===== src/inc/elrsb_pkg.sv =====
// Package with constants and carriers for the link and ring attribute bank.
package elrsb_pkg;
    // Object class codes and service codes.
    localparam logic [7:0] CLS_PORT      = 8'hf6;
    localparam logic [7:0] CLS_RING      = 8'h47;
    localparam logic [7:0] SVC_GET_ALL   = 8'h01;
    localparam logic [7:0] SVC_GET_ONE   = 8'h0e;
    localparam logic [7:0] SVC_SET_ONE   = 8'h10;
    localparam logic [7:0] SVC_CLR_RAPID = 8'h4c;
    // Port attribute numbers.
    localparam logic [7:0] ATT_FLAGS = 8'h02;
    localparam logic [7:0] ATT_CTRL  = 8'h06;
    localparam logic [7:0] ATT_TYPE  = 8'h07;
    localparam logic [7:0] ATT_STATE = 8'h08;
    localparam logic [7:0] ATT_ADMIN = 8'h09;
    localparam logic [7:0] ATT_LABEL = 8'h0a;
    localparam logic [7:0] ATT_CAPS  = 8'h0b;
    // Ring attribute numbers.
    localparam logic [7:0] ATT_REV  = 8'h01;
    localparam logic [7:0] ATT_TOPO = 8'h01;
    localparam logic [7:0] ATT_NET  = 8'h02;
    // Answer status codes.
    localparam logic [7:0] ST_OK       = 8'h00;
    localparam logic [7:0] ST_NO_DEST  = 8'h05;
    localparam logic [7:0] ST_NO_SVC   = 8'h08;
    localparam logic [7:0] ST_BAD_VAL  = 8'h09;
    localparam logic [7:0] ST_CONFLICT = 8'h0c;
    localparam logic [7:0] ST_RO_ATT   = 8'h0e;
    localparam logic [7:0] ST_NO_ATT   = 8'h14;
    // Field positions and values.
    localparam int         CTL_AUTONEG = 0;
    localparam int         CTL_DUPLEX  = 1;
    localparam int         FLG_RESET   = 5;
    localparam logic [15:0] CTL_USED   = 16'h0003;
    localparam logic [7:0] MED_TP      = 8'h02;
    localparam logic [7:0] MED_INT     = 8'h01;
    localparam logic [7:0] OPS_UNKNOWN = 8'h00;
    localparam logic [7:0] OPS_UP      = 8'h01;
    localparam logic [7:0] OPS_DOWN    = 8'h02;
    localparam logic [7:0] ADM_ON      = 8'h01;
    localparam logic [7:0] ADM_OFF     = 8'h02;
    localparam logic [15:0] RING_REV   = 16'h0003;
    localparam logic [7:0] NET_NORMAL  = 8'h00;
    localparam logic [7:0] NET_RFAULT  = 8'h01;
    localparam logic [7:0] NET_LOOP    = 8'h02;
    localparam logic [7:0] NET_PARTIAL = 8'h03;
    localparam logic [7:0] NET_RAPID   = 8'h04;
    // Reset values and the device's fixed choice on reset-to-apply.
    localparam logic [15:0] RST_SPEED  = 16'h000a;
    localparam logic        CAP_RST_REQ = 1'b0;
    // Labels: length byte in the low byte, characters above it.
    localparam logic [71:0] LBL_P1  = 72'h00_0031_2074_726f_5006;
    localparam logic [71:0] LBL_P2  = 72'h00_0032_2074_726f_5006;
    localparam logic [71:0] LBL_INT = 72'h6c_616e_7265_746e_4908;
    // Service request and answer carriers.
    typedef struct packed {
        logic [7:0]  svc;
        logic [7:0]  cls;
        logic [7:0]  inst;
        logic [7:0]  att;
        logic [31:0] wdata;
    } elrsb_req_t;
    typedef struct packed {
        logic [7:0]  status;
        logic [71:0] data;
    } elrsb_rsp_t;
endpackage


===== src/hw/elrsb_bank.sv =====
// Attribute bank for Ethernet port settings and ring redundancy status.
`timescale 1ns/1ps
// Function
// - With negotiation off, the port runs at the forced speed in Mbps; the internal port keeps port_speed_r at 0.
// - Medium type reads 2 for ports one and two, 1 for the third.
// - Operational state codes: 0 unknown, 1 up, 2 down.
// - Admin writes of 1 enable and 2 disable; other values are refused.
// - Each instance returns its own short label string.
// - Capability bit 0 says whether control changes need a reset.
// - Ports without control settings report capability bit 0 as zero.
// - Capability bit 0 is copied into flags bit 5.
// - Capability bit 1 marks negotiation support on external ports only.
// - Capability bit 2 marks crossover detection on external ports only.
// - Capability bit 3 marks manual speed support; without it control is refused.
// - Capability bits 4 to 31 read as zero.
// - Ring object revision reads 0003h.
// - Ring class takes read-all and read-one; instance takes read-one and the clear service.
// - Topology reads 0 for linear and 1 for ring.
// - Network status reads 0 in normal operation.
// - Ring fault is reported only in ring topology.
// - Unexpected loop is reported only in linear topology.
// - Partial fault needs ring topology and active supervisor.
// - Rapid fault cycles block ring forwarding until the clear service.
// - Control bit 0 enables negotiation; else forced duplex and speed apply; the internal port's speed output stays 0.
// - Flags bit 5 reads 1 when a reset is needed for link changes.
module elrsb_bank (
    // Clock and reset.
    input  wire logic                  clk_sys,
    input  wire logic                  nrst,
    // Attribute service request.
    input  wire logic                  req_valid,
    input  wire elrsb_pkg::elrsb_req_t req,
    // Attribute service answer.
    output logic                       rsp_valid_r,
    output elrsb_pkg::elrsb_rsp_t      rsp_r,
    // Ring protocol status from the ring engine.
    input  wire logic                  ring_mode_in,
    input  wire logic                  supervisor_in,
    input  wire logic                  ring_fault_in,
    input  wire logic                  loop_seen_in,
    input  wire logic                  partial_fault_in,
    input  wire logic                  rapid_cycle_evt,
    // Port settings applied to the link logic.
    output logic [2:0]                 port_enable_r,
    output logic [2:0]                 port_autoneg_r,
    output logic [2:0]                 port_full_duplex_r,
    output logic [2:0][15:0]           port_speed_r,
    // Ring status results.
    output logic                       ring_topo_r,
    output logic [7:0]                 net_status_r,
    output logic                       block_ring_fwd_r
);
    logic [2:0][7:0]  admin_r;
    logic [2:0][15:0] ctrl_r;
    logic [2:0][15:0] speed_r;
    logic             rapid_r;
    logic [2:0]       wr_ctrl;
    logic [2:0]       wr_admin;
    elrsb_pkg::elrsb_rsp_t rsp_nxt;
    logic [7:0]       net_nxt;

    // Request decode.
    wire        is_get    = req.svc == elrsb_pkg::SVC_GET_ONE;
    wire        is_set    = req.svc == elrsb_pkg::SVC_SET_ONE;
    wire        is_all    = req.svc == elrsb_pkg::SVC_GET_ALL;
    wire        is_clr    = req.svc == elrsb_pkg::SVC_CLR_RAPID;
    wire        cls_port  = req.cls == elrsb_pkg::CLS_PORT;
    wire        cls_ring  = req.cls == elrsb_pkg::CLS_RING;
    wire        inst_ok   = (req.inst >= 8'h01) && (req.inst <= 8'h03);
    wire [1:0]  pidx      = 2'(req.inst - 8'h01);
    wire        ext_port  = pidx != 2'd2;
    wire [15:0] w_ctrl    = req.wdata[15:0];
    wire [15:0] w_speed   = req.wdata[31:16];
    wire [7:0]  w_admin   = req.wdata[7:0];

    // Capability word per selected port, reserved bits zero.
    wire [31:0] caps = {28'h0000000,
                        ext_port,
                        ext_port,
                        ext_port,
                        ext_port & elrsb_pkg::CAP_RST_REQ};

    // Validity of a control write; the internal port has no control settings.
    wire ctl_bad_bits = (w_ctrl & ~elrsb_pkg::CTL_USED) != 16'h0000;
    wire ctl_bad_spd  = !w_ctrl[elrsb_pkg::CTL_AUTONEG] &&
                        (w_speed != 16'd10) && (w_speed != 16'd100);
    wire ctl_conflict = w_ctrl[elrsb_pkg::CTL_AUTONEG] &&
                        w_ctrl[elrsb_pkg::CTL_DUPLEX];
    wire adm_ok       = (w_admin == elrsb_pkg::ADM_ON) ||
                        (w_admin == elrsb_pkg::ADM_OFF);
    wire port_set     = req_valid && cls_port && inst_ok && is_set;
    wire ctl_ok       = caps[3] && !ctl_bad_bits && !ctl_bad_spd && !ctl_conflict;

    // Clear-rapid-faults service on the ring instance.
    wire clr_rapid = req_valid && cls_ring && is_clr && (req.inst == 8'h01);

    // Answer building for every accepted or refused service.
    always_comb begin
        rsp_nxt = '0;
        rsp_nxt.status = elrsb_pkg::ST_OK;
        if (cls_port) begin
            if (!inst_ok) begin
                rsp_nxt.status = elrsb_pkg::ST_NO_DEST;
            end else if (is_get) begin
                unique case (req.att)
                    elrsb_pkg::ATT_FLAGS: begin
                        rsp_nxt.data[elrsb_pkg::FLG_RESET] = caps[0];
                    end
                    elrsb_pkg::ATT_CTRL: begin
                        if (caps[3]) begin
                            rsp_nxt.data[31:0] = {speed_r[pidx], ctrl_r[pidx]};
                        end else begin
                            rsp_nxt.status = elrsb_pkg::ST_NO_ATT;
                        end
                    end
                    elrsb_pkg::ATT_TYPE: begin
                        rsp_nxt.data[7:0] = ext_port ? elrsb_pkg::MED_TP
                                                     : elrsb_pkg::MED_INT;
                    end
                    elrsb_pkg::ATT_STATE: begin
                        rsp_nxt.data[7:0] = port_enable_r[pidx] ? elrsb_pkg::OPS_UP
                                                                : elrsb_pkg::OPS_DOWN;
                    end
                    elrsb_pkg::ATT_ADMIN: begin
                        rsp_nxt.data[7:0] = admin_r[pidx];
                    end
                    elrsb_pkg::ATT_LABEL: begin
                        rsp_nxt.data = (pidx == 2'd0) ? elrsb_pkg::LBL_P1 :
                                       (pidx == 2'd1) ? elrsb_pkg::LBL_P2 :
                                                        elrsb_pkg::LBL_INT;
                    end
                    elrsb_pkg::ATT_CAPS: begin
                        rsp_nxt.data[31:0] = caps;
                    end
                    default: begin
                        rsp_nxt.status = elrsb_pkg::ST_NO_ATT;
                    end
                endcase
            end else if (is_set) begin
                if (req.att == elrsb_pkg::ATT_ADMIN) begin
                    rsp_nxt.status = adm_ok ? elrsb_pkg::ST_OK
                                            : elrsb_pkg::ST_BAD_VAL;
                end else if (req.att == elrsb_pkg::ATT_CTRL) begin
                    if (!caps[3]) begin
                        rsp_nxt.status = elrsb_pkg::ST_NO_ATT;
                    end else if (ctl_conflict) begin
                        rsp_nxt.status = elrsb_pkg::ST_CONFLICT;
                    end else if (ctl_bad_bits || ctl_bad_spd) begin
                        rsp_nxt.status = elrsb_pkg::ST_BAD_VAL;
                    end
                end else begin
                    rsp_nxt.status = elrsb_pkg::ST_RO_ATT;
                end
            end else begin
                rsp_nxt.status = elrsb_pkg::ST_NO_SVC;
            end
        end else if (cls_ring) begin
            if (req.inst == 8'h00) begin
                if (is_all) begin
                    rsp_nxt.data[15:0] = elrsb_pkg::RING_REV;
                end else if (is_get && req.att == elrsb_pkg::ATT_REV) begin
                    rsp_nxt.data[15:0] = elrsb_pkg::RING_REV;
                end else if (is_get) begin
                    rsp_nxt.status = elrsb_pkg::ST_NO_ATT;
                end else begin
                    rsp_nxt.status = elrsb_pkg::ST_NO_SVC;
                end
            end else if (req.inst == 8'h01) begin
                if (is_get && req.att == elrsb_pkg::ATT_TOPO) begin
                    rsp_nxt.data[0] = ring_topo_r;
                end else if (is_get && req.att == elrsb_pkg::ATT_NET) begin
                    rsp_nxt.data[7:0] = net_status_r;
                end else if (is_get) begin
                    rsp_nxt.status = elrsb_pkg::ST_NO_ATT;
                end else if (!is_clr) begin
                    rsp_nxt.status = elrsb_pkg::ST_NO_SVC;
                end
            end else begin
                rsp_nxt.status = elrsb_pkg::ST_NO_DEST;
            end
        end else begin
            rsp_nxt.status = elrsb_pkg::ST_NO_DEST;
        end
    end

    // Answer register: one answer per request, one cycle later.
    always_ff @(posedge clk_sys or negedge nrst) begin
        if (!nrst) begin
            rsp_valid_r <= 1'b0;
            rsp_r       <= '0;
        end else begin
            rsp_valid_r <= req_valid;
            if (req_valid) begin
                rsp_r <= rsp_nxt;
            end
        end
    end

    // Per-port settings; a refused write leaves every setting untouched.
    genvar gi;
    generate
        for (gi = 0; gi < 3; gi++) begin : g_port
            assign wr_admin[gi] = port_set && (pidx == 2'(gi)) &&
                                  (req.att == elrsb_pkg::ATT_ADMIN) && adm_ok;
            assign wr_ctrl[gi]  = port_set && (pidx == 2'(gi)) &&
                                  (req.att == elrsb_pkg::ATT_CTRL) && ctl_ok;
            // Settings and the values driven to the link logic.
            always_ff @(posedge clk_sys or negedge nrst) begin
                if (!nrst) begin
                    admin_r[gi]            <= elrsb_pkg::ADM_ON;
                    ctrl_r[gi]             <= (gi < 2) ? 16'h0001 : 16'h0000;
                    speed_r[gi]            <= elrsb_pkg::RST_SPEED;
                    port_enable_r[gi]      <= 1'b1;
                    port_autoneg_r[gi]     <= (gi < 2);
                    port_full_duplex_r[gi] <= 1'b0;
                    port_speed_r[gi]       <= 16'h0000;
                end else begin
                    if (wr_admin[gi]) begin
                        admin_r[gi]       <= w_admin;
                        port_enable_r[gi] <= (w_admin == elrsb_pkg::ADM_ON);
                    end
                    if (wr_ctrl[gi]) begin
                        ctrl_r[gi]  <= w_ctrl;
                        speed_r[gi] <= w_speed;
                        port_autoneg_r[gi] <= w_ctrl[elrsb_pkg::CTL_AUTONEG];
                        port_full_duplex_r[gi] <= !w_ctrl[elrsb_pkg::CTL_AUTONEG] &&
                                                  w_ctrl[elrsb_pkg::CTL_DUPLEX];
                        port_speed_r[gi] <= w_ctrl[elrsb_pkg::CTL_AUTONEG] ?
                                            16'h0000 : w_speed;
                    end
                end
            end
        end
    endgenerate

    // Network status code from the ring engine's view, gated by topology.
    assign net_nxt =
        (ring_mode_in && rapid_r && supervisor_in)          ? elrsb_pkg::NET_RAPID   :
        (ring_mode_in && partial_fault_in && supervisor_in) ? elrsb_pkg::NET_PARTIAL :
        (ring_mode_in && ring_fault_in)                     ? elrsb_pkg::NET_RFAULT  :
        (!ring_mode_in && loop_seen_in)                     ? elrsb_pkg::NET_LOOP    :
                                                              elrsb_pkg::NET_NORMAL;

    // Ring status: a new rapid-cycle event wins over a clear in the same cycle.
    always_ff @(posedge clk_sys or negedge nrst) begin
        if (!nrst) begin
            ring_topo_r      <= 1'b0;
            net_status_r     <= elrsb_pkg::NET_NORMAL;
            rapid_r          <= 1'b0;
            block_ring_fwd_r <= 1'b0;
        end else begin
            ring_topo_r  <= ring_mode_in;
            net_status_r <= net_nxt;
            if (rapid_cycle_evt && ring_mode_in && supervisor_in) begin
                rapid_r          <= 1'b1;
                block_ring_fwd_r <= 1'b1;
            end else if (clr_rapid) begin
                rapid_r          <= 1'b0;
                block_ring_fwd_r <= 1'b0;
            end
        end
    end
endmodule


===== config.mk =====
export PLATFORM = sky130hd
export DESIGN_NAME = elrsb_bank
export DESIGN_NICKNAME = d
export VERILOG_FILES = /design/src/inc/elrsb_pkg.sv /design/src/hw/elrsb_bank.sv
export SDC_FILE = /design/constraint.sdc
export NUM_CORES = 1
export LEC_CHECK = 0
export BUFFER_PORTS_ARGS = -buffer_cell sky130_fd_sc_hd__buf_2
export CELL_PAD_IN_SITES_DETAIL_PLACEMENT = 1
export CELL_PAD_IN_SITES_GLOBAL_PLACEMENT = 1
export CORE_UTILIZATION = 35
export CTS_CLUSTER_DIAMETER = 40
export DETAILED_ROUTE_END_ITERATION = 8
export GPL_TIMING_DRIVEN = 0
export HOLD_SLACK_MARGIN = 0.08
export PLACE_DENSITY = 0.71
export SLEW_MARGIN = 20
export SYNTH_ARGS = -nofsm -noshare
export SYNTH_HDL_FRONTEND = slang
export SYNTH_SLANG_ARGS = --single-unit

===== constraint.sdc =====
create_clock -name clk_sys -period 3.17 [get_ports clk_sys]
set_input_delay 0.4755 -clock clk_sys [delete_from_list [all_inputs] [get_ports clk_sys]]
set_output_delay 0.4755 -clock clk_sys [all_outputs]
set_load 0.02 [all_outputs]

* Yosys cells after proc, flatten, opt, wreduce, memory -nomap -nowiden
Cells that the tools add are included.
Cells by class: add/subtract/negate cells 1, magnitude comparators 3, equality and inequality tests 22, muxes and demuxes 60, reductions and logical operators 51
Operator list (number):
- 2-to-1 mux 72 bit | 2
- 2-to-1 mux 71 bit | 2
- 2-to-1 mux 8 bit | 16
- 2-to-1 mux 16 bit | 5
- binary-select mux 16 bit (select 2 bit) | 2
- 2-to-1 mux 56 bit | 1
- case mux 24 bit (2 select lines) | 1
- == test 8 x 4 -> 1 bit (second input constant) | 5
- logical AND 1 bit | 39
- 2-to-1 mux 39 bit | 1
- == test 8 x 1 -> 1 bit (second input constant) | 4
- 2-to-1 mux 32 bit | 1
- case mux 5 bit (6 select lines) | 1
- 2-to-1 mux 5 bit | 5
- binary-select mux 8 bit (select 2 bit) | 1
- == test 8 x 2 -> 1 bit (second input constant) | 2
- == test 8 x 3 -> 1 bit (second input constant) | 2
- == test 8 x 7 -> 1 bit (second input constant) | 2
- 2-to-1 mux 4 bit | 4
- inequality test 16 x 4 -> 1 bit (second input constant) | 1
- inequality test 16 x 7 -> 1 bit (second input constant) | 1
- case mux 8 bit (2 select lines) | 1
- nonzero test 16 bit | 1
- 2-to-1 mux 2 bit | 7
- 21 further kinds | 30
Storage, ports and cells: flip-flop bits (word level) 263, bits of input ports 73, output and inout port bits 148, word-level logic and storage cells 164

* Logic depth before layout (Yosys ltp)
Gate-level depths: netlist of the first run.
depth in word-level cells 13, mapped depth 12, depth with buffers taken out 8

* Worst setup path after synthesis of the first run
Ideal clock, no wire load.
kind in2reg, start input port req[40] in the netlist's numbering, end register speed_r[18] in the netlist's numbering, library setup time 125 ps, arrival 3289 ps, required time 3045 ps, slack -244 ps, stages 11, buffers on the path 4, cell sequence clkbuf_1 -> buf_1 -> clkbuf_1 -> inv_1 -> ha_1 -> inv_1 -> o21ai_0 -> or3_4 -> nor4_4 -> buf_6 -> mux2_2
Between the ends: longest elaborated chain between the ends 7, elaborated cells on any way between the ends 14, those cells by class add/sub (1); order compare (2); eq/ne (2); reduce/logical (9)
RTL lines:
- start: declaration | line elrsb_bank.sv:32 | input wire elrsb_pkg::elrsb_req_t req,
- >= comparator 8 x 1 -> 1 bit or less-or-equal comparator 8 x 2 -> 1 bit (tied branches) | line elrsb_bank.sv:69 | wire inst_ok = (req.inst >= 8'h01) && (req.inst <= 8'h03);
- logical AND 1 bit | line elrsb_bank.sv:69
- logical AND 1 bit (2 in a row) | line elrsb_bank.sv:91 | wire port_set = req_valid && cls_port && inst_ok && is_set;
- logical AND 1 bit (2 in a row) | line elrsb_bank.sv:205 | assign wr_ctrl[gi] = port_set && (pidx == 2'(gi)) &&
- logical AND 1 bit * | line elrsb_bank.sv:206 | (req.att == elrsb_pkg::ATT_CTRL) && ctl_ok;
- end signal: indexed assignment | line elrsb_bank.sv:212 | speed_r[gi] <= elrsb_pkg::RST_SPEED;
- end signal: indexed assignment | line elrsb_bank.sv:224 | speed_r[gi] <= w_speed;
- end: declaration | line elrsb_bank.sv:55 | logic [2:0][15:0] speed_r;
Mark *: on every way between the ends. The rest lies on a longest branch, timed or not. A chain may end at the register's enable or synchronous reset.

* Worst setup path after layout of the first run
start input port req_valid, end register ctrl_r[1] in the netlist's numbering
Between the ends: longest elaborated chain between the ends 6
RTL lines:
- start: declaration | line elrsb_bank.sv:31 | input wire logic req_valid,
- logical AND 1 bit (3 in a row) | line elrsb_bank.sv:91
- logical AND 1 bit (2 in a row) | line elrsb_bank.sv:205
- logical AND 1 bit | line elrsb_bank.sv:206
- end signal: indexed assignment | line elrsb_bank.sv:211 | ctrl_r[gi] <= (gi < 2) ? 16'h0001 : 16'h0000;
- end signal: indexed assignment | line elrsb_bank.sv:223 | ctrl_r[gi] <= w_ctrl;
- end: declaration | line elrsb_bank.sv:54 | logic [2:0][15:0] ctrl_r;
Every way passes these cells.

==> results of run 1 <==
## report_power, final
part	total (mW)	internal, mW	leakage, nW	switching [mW]
clock network	3.86	2.39	0.579	1.47
logic	0.348	0.108	2.72	0.240
registers	2.85	2.84	2.97	0.00354
total	7.06	5.34	6.27	1.72
## how the worst max path moves through the flow
stage                     startpoint               end  slack (ns)  cells past startpoint
after floorplan              req[40]       speed_r[18]        0.14                     11
after global placement          nrst  port_speed_r[16]       -2.28                      1
after detailed placement     req[40]       speed_r[29]       -1.18                     12
after CTS                    req[40]         ctrl_r[1]        0.01                     13
after global routing         req[40]       speed_r[10]        0.19                     11
final                      req_valid         ctrl_r[1]        0.32                      9
## state kept, by name (all words and copies together) (netlist names)
name,count
ctrl_r,48
port_speed_r,48
speed_r,48
rsp_r,42
admin_r,24
net_status_r,3
port_enable_r,3
port_full_duplex_r,3
block_ring_fwd_r,1
ring_topo_r,1
rsp_valid_r,1
## cell type report
cell class | count | area share, %
buffer | 133 | 5.738
tap | 341 | 3.439
multi-input combinational | 457 | 27.03
inverter | 18 | 0.5446
clock buffer | 41 | 7.745
timing repair buffer | 200 | 8.633
sequential | 222 | 44.92
clock inverter | 25 | 1.956
## cell families after synthesis
| kind of cell | after synthesis |
|---|---|
| adders and majority gates | 5 |
| muxes | 89 |
| buffers and inverters | 153 |
| other | 1 |
| and+or+nand+nor | 186 |
| xor gates and xnor gates | 1 |
| DFF | 222 |
| AOI/OAI and AO/OA | 151 |
## metal layers
layer,share of wire (%),global-route usage [%],vias to the layer above,wire length (microns)
li1,-,-,3259,-
met1,45,25.82,3636,12080
met2,48,31.70,209,12870
met3,5.8,4.585,42,1554
met4,1.9,5.425,2,501
met5,0.030,0,-,8
## synthesized netlist by cell type, drive strengths merged, types with 2 or more instances
library cell / number / share of area [%]
a211o: 2 / 0.18
a21o: 3 / 0.23
a21oi: 26 / 1.4
a22o: 13 / 1.2
a22oi: 28 / 2.2
a2bb2oi: 3 / 0.27
a31oi: 5 / 0.33
and2: 19 / 1.2
and3: 3 / 0.20
and4b: 3 / 0.31
buf: 58 / 4.3
clkbuf: 77 / 3.0
dfrtp: 208 / 54
dfstp: 14 / 3.8
ha: 5 / 0.65
inv: 18 / 0.70
mux2: 77 / 9.0
mux2i: 12 / 1.3
nand2: 23 / 0.90
nand2b: 5 / 0.33
nand3: 6 / 0.31
nand3b: 3 / 0.23
nand4: 5 / 0.33
nand4b: 6 / 0.55
nor2: 17 / 0.67
nor2b: 58 / 3.8
nor3: 8 / 0.47
nor4: 10 / 1.0
nor4bb: 3 / 0.31
o211ai: 2 / 0.16
o21ai: 30 / 1.6
o22ai: 9 / 0.59
o2bb2ai: 22 / 2.0
or2: 4 / 0.26
or3: 6 / 0.44
or4: 5 / 0.43
## worst max-delay path, delay by kind of cell
family / cells / cell delay [ns]
buffers and inverters: 5 / 1.07
AND/OR/NAND/NOR: 3 / 1.32
multiplexers: 1 / 0.36
## metrics by stage
stage / power [mW] / util [%] / instance area [sq um] / setup WS [ns] / hold slack (ns)
3_3_place_gp: 3.228 / 41.11 / 11080 / -2.276 / 0.4333
5_1_grt: 7.302 / 46.04 / 12410 / 0.1887 / 0.1015
6_report: 7.057 / 46.04 / 12410 / 0.3178 / 0.1108
3_5_place_dp: 3.243 / 41.36 / 11150 / -1.176 / 0.4367
4_1_cts: 7.150 / 46.06 / 12410 / 0.01097 / 0.1018
2_1_floorplan: 3.055 / - / 9688 / 0.1401 / 0.1799
## timing repair
item	CTS	global route
gates resized for setup	9	1
cloned	0	0
pin swaps	2	0
hold endpoints to repair	57	0
endpoints found under the setup margin	157	44
setup buffers	4	0
hold buffers	1	0
==> flow_summary.ini, run 1 <==
[cells_and_area]
n_antenna_cell = 0
stdcell_count = 1437
seqCellArea_sq_um = 5573
drive_gt1_share_pct = 38.59
fin_nets = 1146
area_delta_synth_final_pct = 29.32
fillers = 2951
final_common_cell = dfrtp_1
final_cell_mix = dfrtp_1, buf_2, mux2_2
multi_input_area_sq_um = 3353

[critical_path]
cp.arrival_ns = 3.24
cp-start-kind = input port
r2r_cells = 6
slowest_stage = or4_4
path_cells = buf_2, clkbuf_1, inv_1, or4_4, or3_4, nor4_4, buf_4, buf_4, mux2_2
crit_type = input port to register
required_ns = 3.56
slowest_delay_ns = 0.61
crit_fanout = 10
rrSetupSlack_ns = 1.45
cp_common_cell = buf_4
timing.rr.start = port_enable_r[0]
crit_path_end_kind = register
r2r-end = rsp_r[1]

[yosys]
synth_top_family_by_area = simple AND/OR/NAND/NOR gates
synth_warnings = 0
synthAdderAreaFrac_pct = 0.6521
synth-simple-area-share_pct = 12.01
synth_compound_area_share_pct = 10.79
synthArstFlopShare_pct = 100.0
syn_inst = 808
avgSynthCellArea_sq_um = 11.87
synth-seq-area-share_pct = 58.09
ys.flop_type = dfrtp_1
synth_edf_count = 0
synth_seq_cells = 222
synthesis.area_sq_um = 9594
synthMuxAreaShare_pct = 10.29
synthXorXnorAreaFrac_pct = 0.09129
synth_cell_type_count = 56

[global_routing]
antenna_found_initial = 1
grt_pass1_wl_microns = 42840
gr-usage-all-layers_pct = 19.45
overflow = 0
grt_max_degree = 84
grt_pass1_vias = 7516

[placement]
portBuffers = 193
place.gp.congestion = 0.8263
hpwl_microns = 18780
dp.cells = 1368

[worst_hold_path]
hold_class = input port to register
hold_path_startpoint = req_valid
whs_path_depth = 1
min_to = rsp_valid_r

[sta]
slew_viol_final = 0
timing.setup.tns_ns = 0
max_freq_ghz = 0.3506
setup_viol = 0
clock_skew_ns = 0.01291
period_needed_ns = 2.852
hold_viol_final = 0
rsz0062_at_grt = no
relSlewSlack_pct = 34.52
tightest_slew_ns = 0.9733
finalCritPeriodShare_pct = 89.98

[clock_network]
clockBufferDepth = 3
clock_sinks = 222
cts_tree = done
cts_buffers = 36
cts-root-buf = clkbuf_16
clk-insertion-delay-late_ns = 0.51
htree_levels = 2
cts.clk_slew.worst_paths_ns = 0.05

[floorplanning]
start_util_pct = 35.60
dieHeight_microns = 167.6
rows = 60
io_pins = 221
die_w_microns = 167.6
die_area_sq_um = 28080
coreArea_sq_um = 26950

[routing]
vias_per_cell = 4.974
drt-total-wl_microns = 27020
drtIter0Drc = 351
antenna_left = 0
avgRoutedWirePerCell_microns = 18.80
drt-pass1-iter-count = 4
via_count = 7148
drc = 0

[outcome]
status = finished clean

[power]
cellLeakagePower_nw = 6.265
ir_worst_vdd_uv = 305.6
power.density_nw_per_um2 = 568.8

[job]
cap_violations = 0
(Power assumes the default switching activity.)
==> run 2, diff against run 1 <==
- ABC_AREA: not set -> 1
- CORE_ASPECT_RATIO: not set -> 1.75
- PLACE_DENSITY: 0.71 -> 0.74
==> run 2 against run 1 <==
  * Clock skew is 0.00083 ns higher
  * Synthesized cell count is 45% higher
  * Largest cell class unchanged
  * Worst hold slack worse by 0.0028 ns
==> flow_summary.ini, run 2 <==
[outcome]
status = finished clean

[cells_and_area]
postLayoutCellArea_sq_um = 12340
stdcell_count = 1813
fillers = 3440
fin_nets = 1499
final_cell_mix = nand2_1, dfrtp_1, buf_2
fin_util_pct = 44.28
area_delta_synth_final_pct = 24.31
n_antenna_cell = 0
final_common_cell = nand2_1
drive_gt1_share_pct = 24.17
top_regs = ctrl_r x48, port_speed_r x48, speed_r x48

[power]
p_int_mw = 4.525
p_sw_share_pct = 25.79
p_comb_share_pct = 6.9
cellLeakagePower_nw = 6.667
ir_worst_vdd_uv = 365.6
power_mw = 6.098
switchingPower_mw = 1.572
power.share.sequential_pct = 46.7
p_clk_share_pct = 46.4
power.density_nw_per_um2 = 494.1

[critical_path]
path_cells = buf_2, inv_1, clkbuf_2, ha_1, inv_1, nand2_1, clkinv_1, clkbuf_1, a21oi_1, o21ai_0
cp-start-kind = input port
slowest_stage = clkbuf_1
r2r_cells = 8
cp.arrival_ns = 3.46
crit_cells = 10
slowest_delay_ns = 0.54
r2r-end = rsp_r[0]
crit_end = rsp_r[18]
path_buf_inv = 6
rrSetupSlack_ns = 1.59
required_ns = 3.63
timing.rr.start = ctrl_r[0]
path_delay_family = buffers and inverters
crit_type = input port to register
cp_common_cell = inv_1
crit_fanout = 14
crit_path_end_kind = register
crit_start = req[40]

[yosys]
synth-seq-area-share_pct = 56.14
synth_top_family_by_area = simple AND/OR/NAND/NOR gates
yosys.cell_count.top_type = nand2_1
syn_inst = 1173
synth-simple-area-share_pct = 20.22
synth_seq_cells = 222
synthesis.area_sq_um = 9927
synth_common_cells = nand2_1, dfrtp_1, nor2_1
synthArstFlopShare_pct = 100.0
synthXorXnorAreaFrac_pct = 0
synth_cell_type_count = 36
synth_area_leaders = dfrtp_1, nand2_1, nor2_1, inv_1, o21ai_0
synthAdderAreaFrac_pct = 0.6302
synth_top_area_share_pct = 52.43
synthMuxAreaShare_pct = 0
avgSynthCellArea_sq_um = 8.463
synth_top_area_cell = dfrtp_1
synth_compound_area_share_pct = 10.03
ys.flop_type = dfrtp_1
synth_warnings = 0
synth_edf_count = 0

[floorplanning]
rows = 81
die_area_sq_um = 29070
coreArea_sq_um = 27870
start_util_pct = 35.62
die_w_microns = 129.3
io_pins = 221
dieHeight_microns = 224.8

[sta]
clock_skew_ns = 0.01374
setup_viol = 0
hold_viol_final = 0
relSlewSlack_pct = 47.15
period_needed_ns = 2.994
slew_viol_final = 0
finalCritPeriodShare_pct = 94.45
rsz0062_at_grt = no
max_freq_ghz = 0.3340
tightest_slew_ns = 0.7867

[global_routing]
grt_max_degree = 99
gr-usage-all-layers_pct = 21.66
overflow = 0
grt_pass1_vias = 9225
grt_pass1_wl_microns = 48380
antenna_found_initial = 0

[worst_hold_path]
hold_class = input port to register

[routing]
vias_per_cell = 4.652
drt-pass1-iter-count = 6
avgRoutedWirePerCell_microns = 16.60
drc = 0
drt-total-wl_microns = 30090
drtIter0Drc = 313
via_count = 8434
antenna_left = 0

[placement]
hpwl_microns = 22710
dp.cells = 1766
place.gp.congestion = 0.7928
portBuffers = 194
post_dp_cell_area_sq_um = 11520

[clock_network]
cts_buffers = 25
post_cts_buffers = 0
cts_tree = done
clock_sinks = 222
clk-insertion-delay-late_ns = 0.55
cts-root-buf = clkbuf_16
cts.clk_slew.worst_paths_ns = 0.07
htree_levels = 1
clockBufferDepth = 3

[job]
cap_violations = 0
==> run 2: changes by cell type after synthesis, sizes merged, moves of 35 or more <==
cell / delta
inv: +122
mux2: -77
nand2: +239
nand3: +35
nor2: +147
nor2b: -58
o21ai: +81
==> run 2: per-layer routing <==
layer	part of all wire (%)	up-vias	GRT usage, %
met5	0	-	0
met4	3.7	0	9.602
met3	4.0	59	2.569
met2	54	208	41.61
met1	38	4138	23.09
li1	-	4029	-
==> run 2: worst min path at each step <==
stage	depth (start not counted)	to	from	slack (ns)
detailed placement	1	rsp_r[9]	nrst	0.37
global route	1	ring_topo_r	ring_mode_in	0.10
floorplan	0	admin_r[10]	nrst	0.18
CTS	1	ring_topo_r	ring_mode_in	0.08
global placement	1	speed_r[33]	speed_r[33]	0.43
finish	1	ring_topo_r	ring_mode_in	0.11
==> run 2: logic make-up after synthesis <==
logic type	count (synthesis)
simple gates	488
buf+inv	277
flops	222
compound gates	180
fa+ha+maj	5
other cells	1
==> run 2: layout make-up <==
cell class	instances	area (sq um)	area share (%)
multi-input cells	698	3159	25.60
clock buffers	32	681.9	5.526
flip-flops and latches	222	5573	45.16
repair buffers	198	1056	8.557
clock inverters	14	116.4	0.9429
inverters	143	536.8	4.350
well taps	373	466.7	3.782
plain buffers	133	750.7	6.083
==> run 2: power groups by stage <==
stage / combinational, mW / clock [mW] / sequential (mW)
after floorplan: 0.191 / 0 / 2.91
after global placement: 0.403 / 0 / 2.90
after detailed placement: 0.422 / 0 / 2.90
after CTS: 0.426 / 2.91 / 2.85
after global routing: 0.469 / 3.00 / 2.85
final: 0.421 / 2.83 / 2.85
==> run 2: worst register-to-register path, stage by stage (launching register included) <==
cell and delay [ns]:
dfstp_2 0.55, inv_1 0.05, o21ai_0 0.30, a22oi_1 0.11, nor2_1 0.19, nor2_1 0.08, nor2_1 0.08, nor2_1 0.08
nor2_1 0.08
==> run 2: timing repair <==
| item | 4_1_cts | 5_1_grt |
|---|---|---|
| hold buffers | 2 | 0 |
| endpoints found under the hold margin | 35 | 0 |
| resized for setup | 2 | 5 |
| endpoints found under the setup margin | 46 | 9 |
==> run 2: metrics by stage <==
stage	TNS, ns	setup slack, ns	hold slack (ns)
6_report	0	0.1758	0.1080
5_1_grt	0	0.04801	0.1046
4_1_cts	0	0.1186	0.08036
3_5_place_dp	-90.92	-1.168	0.3652
3_3_place_gp	-564.17	-2.329	0.4332
2_1_floorplan	0	0.7111	0.1799
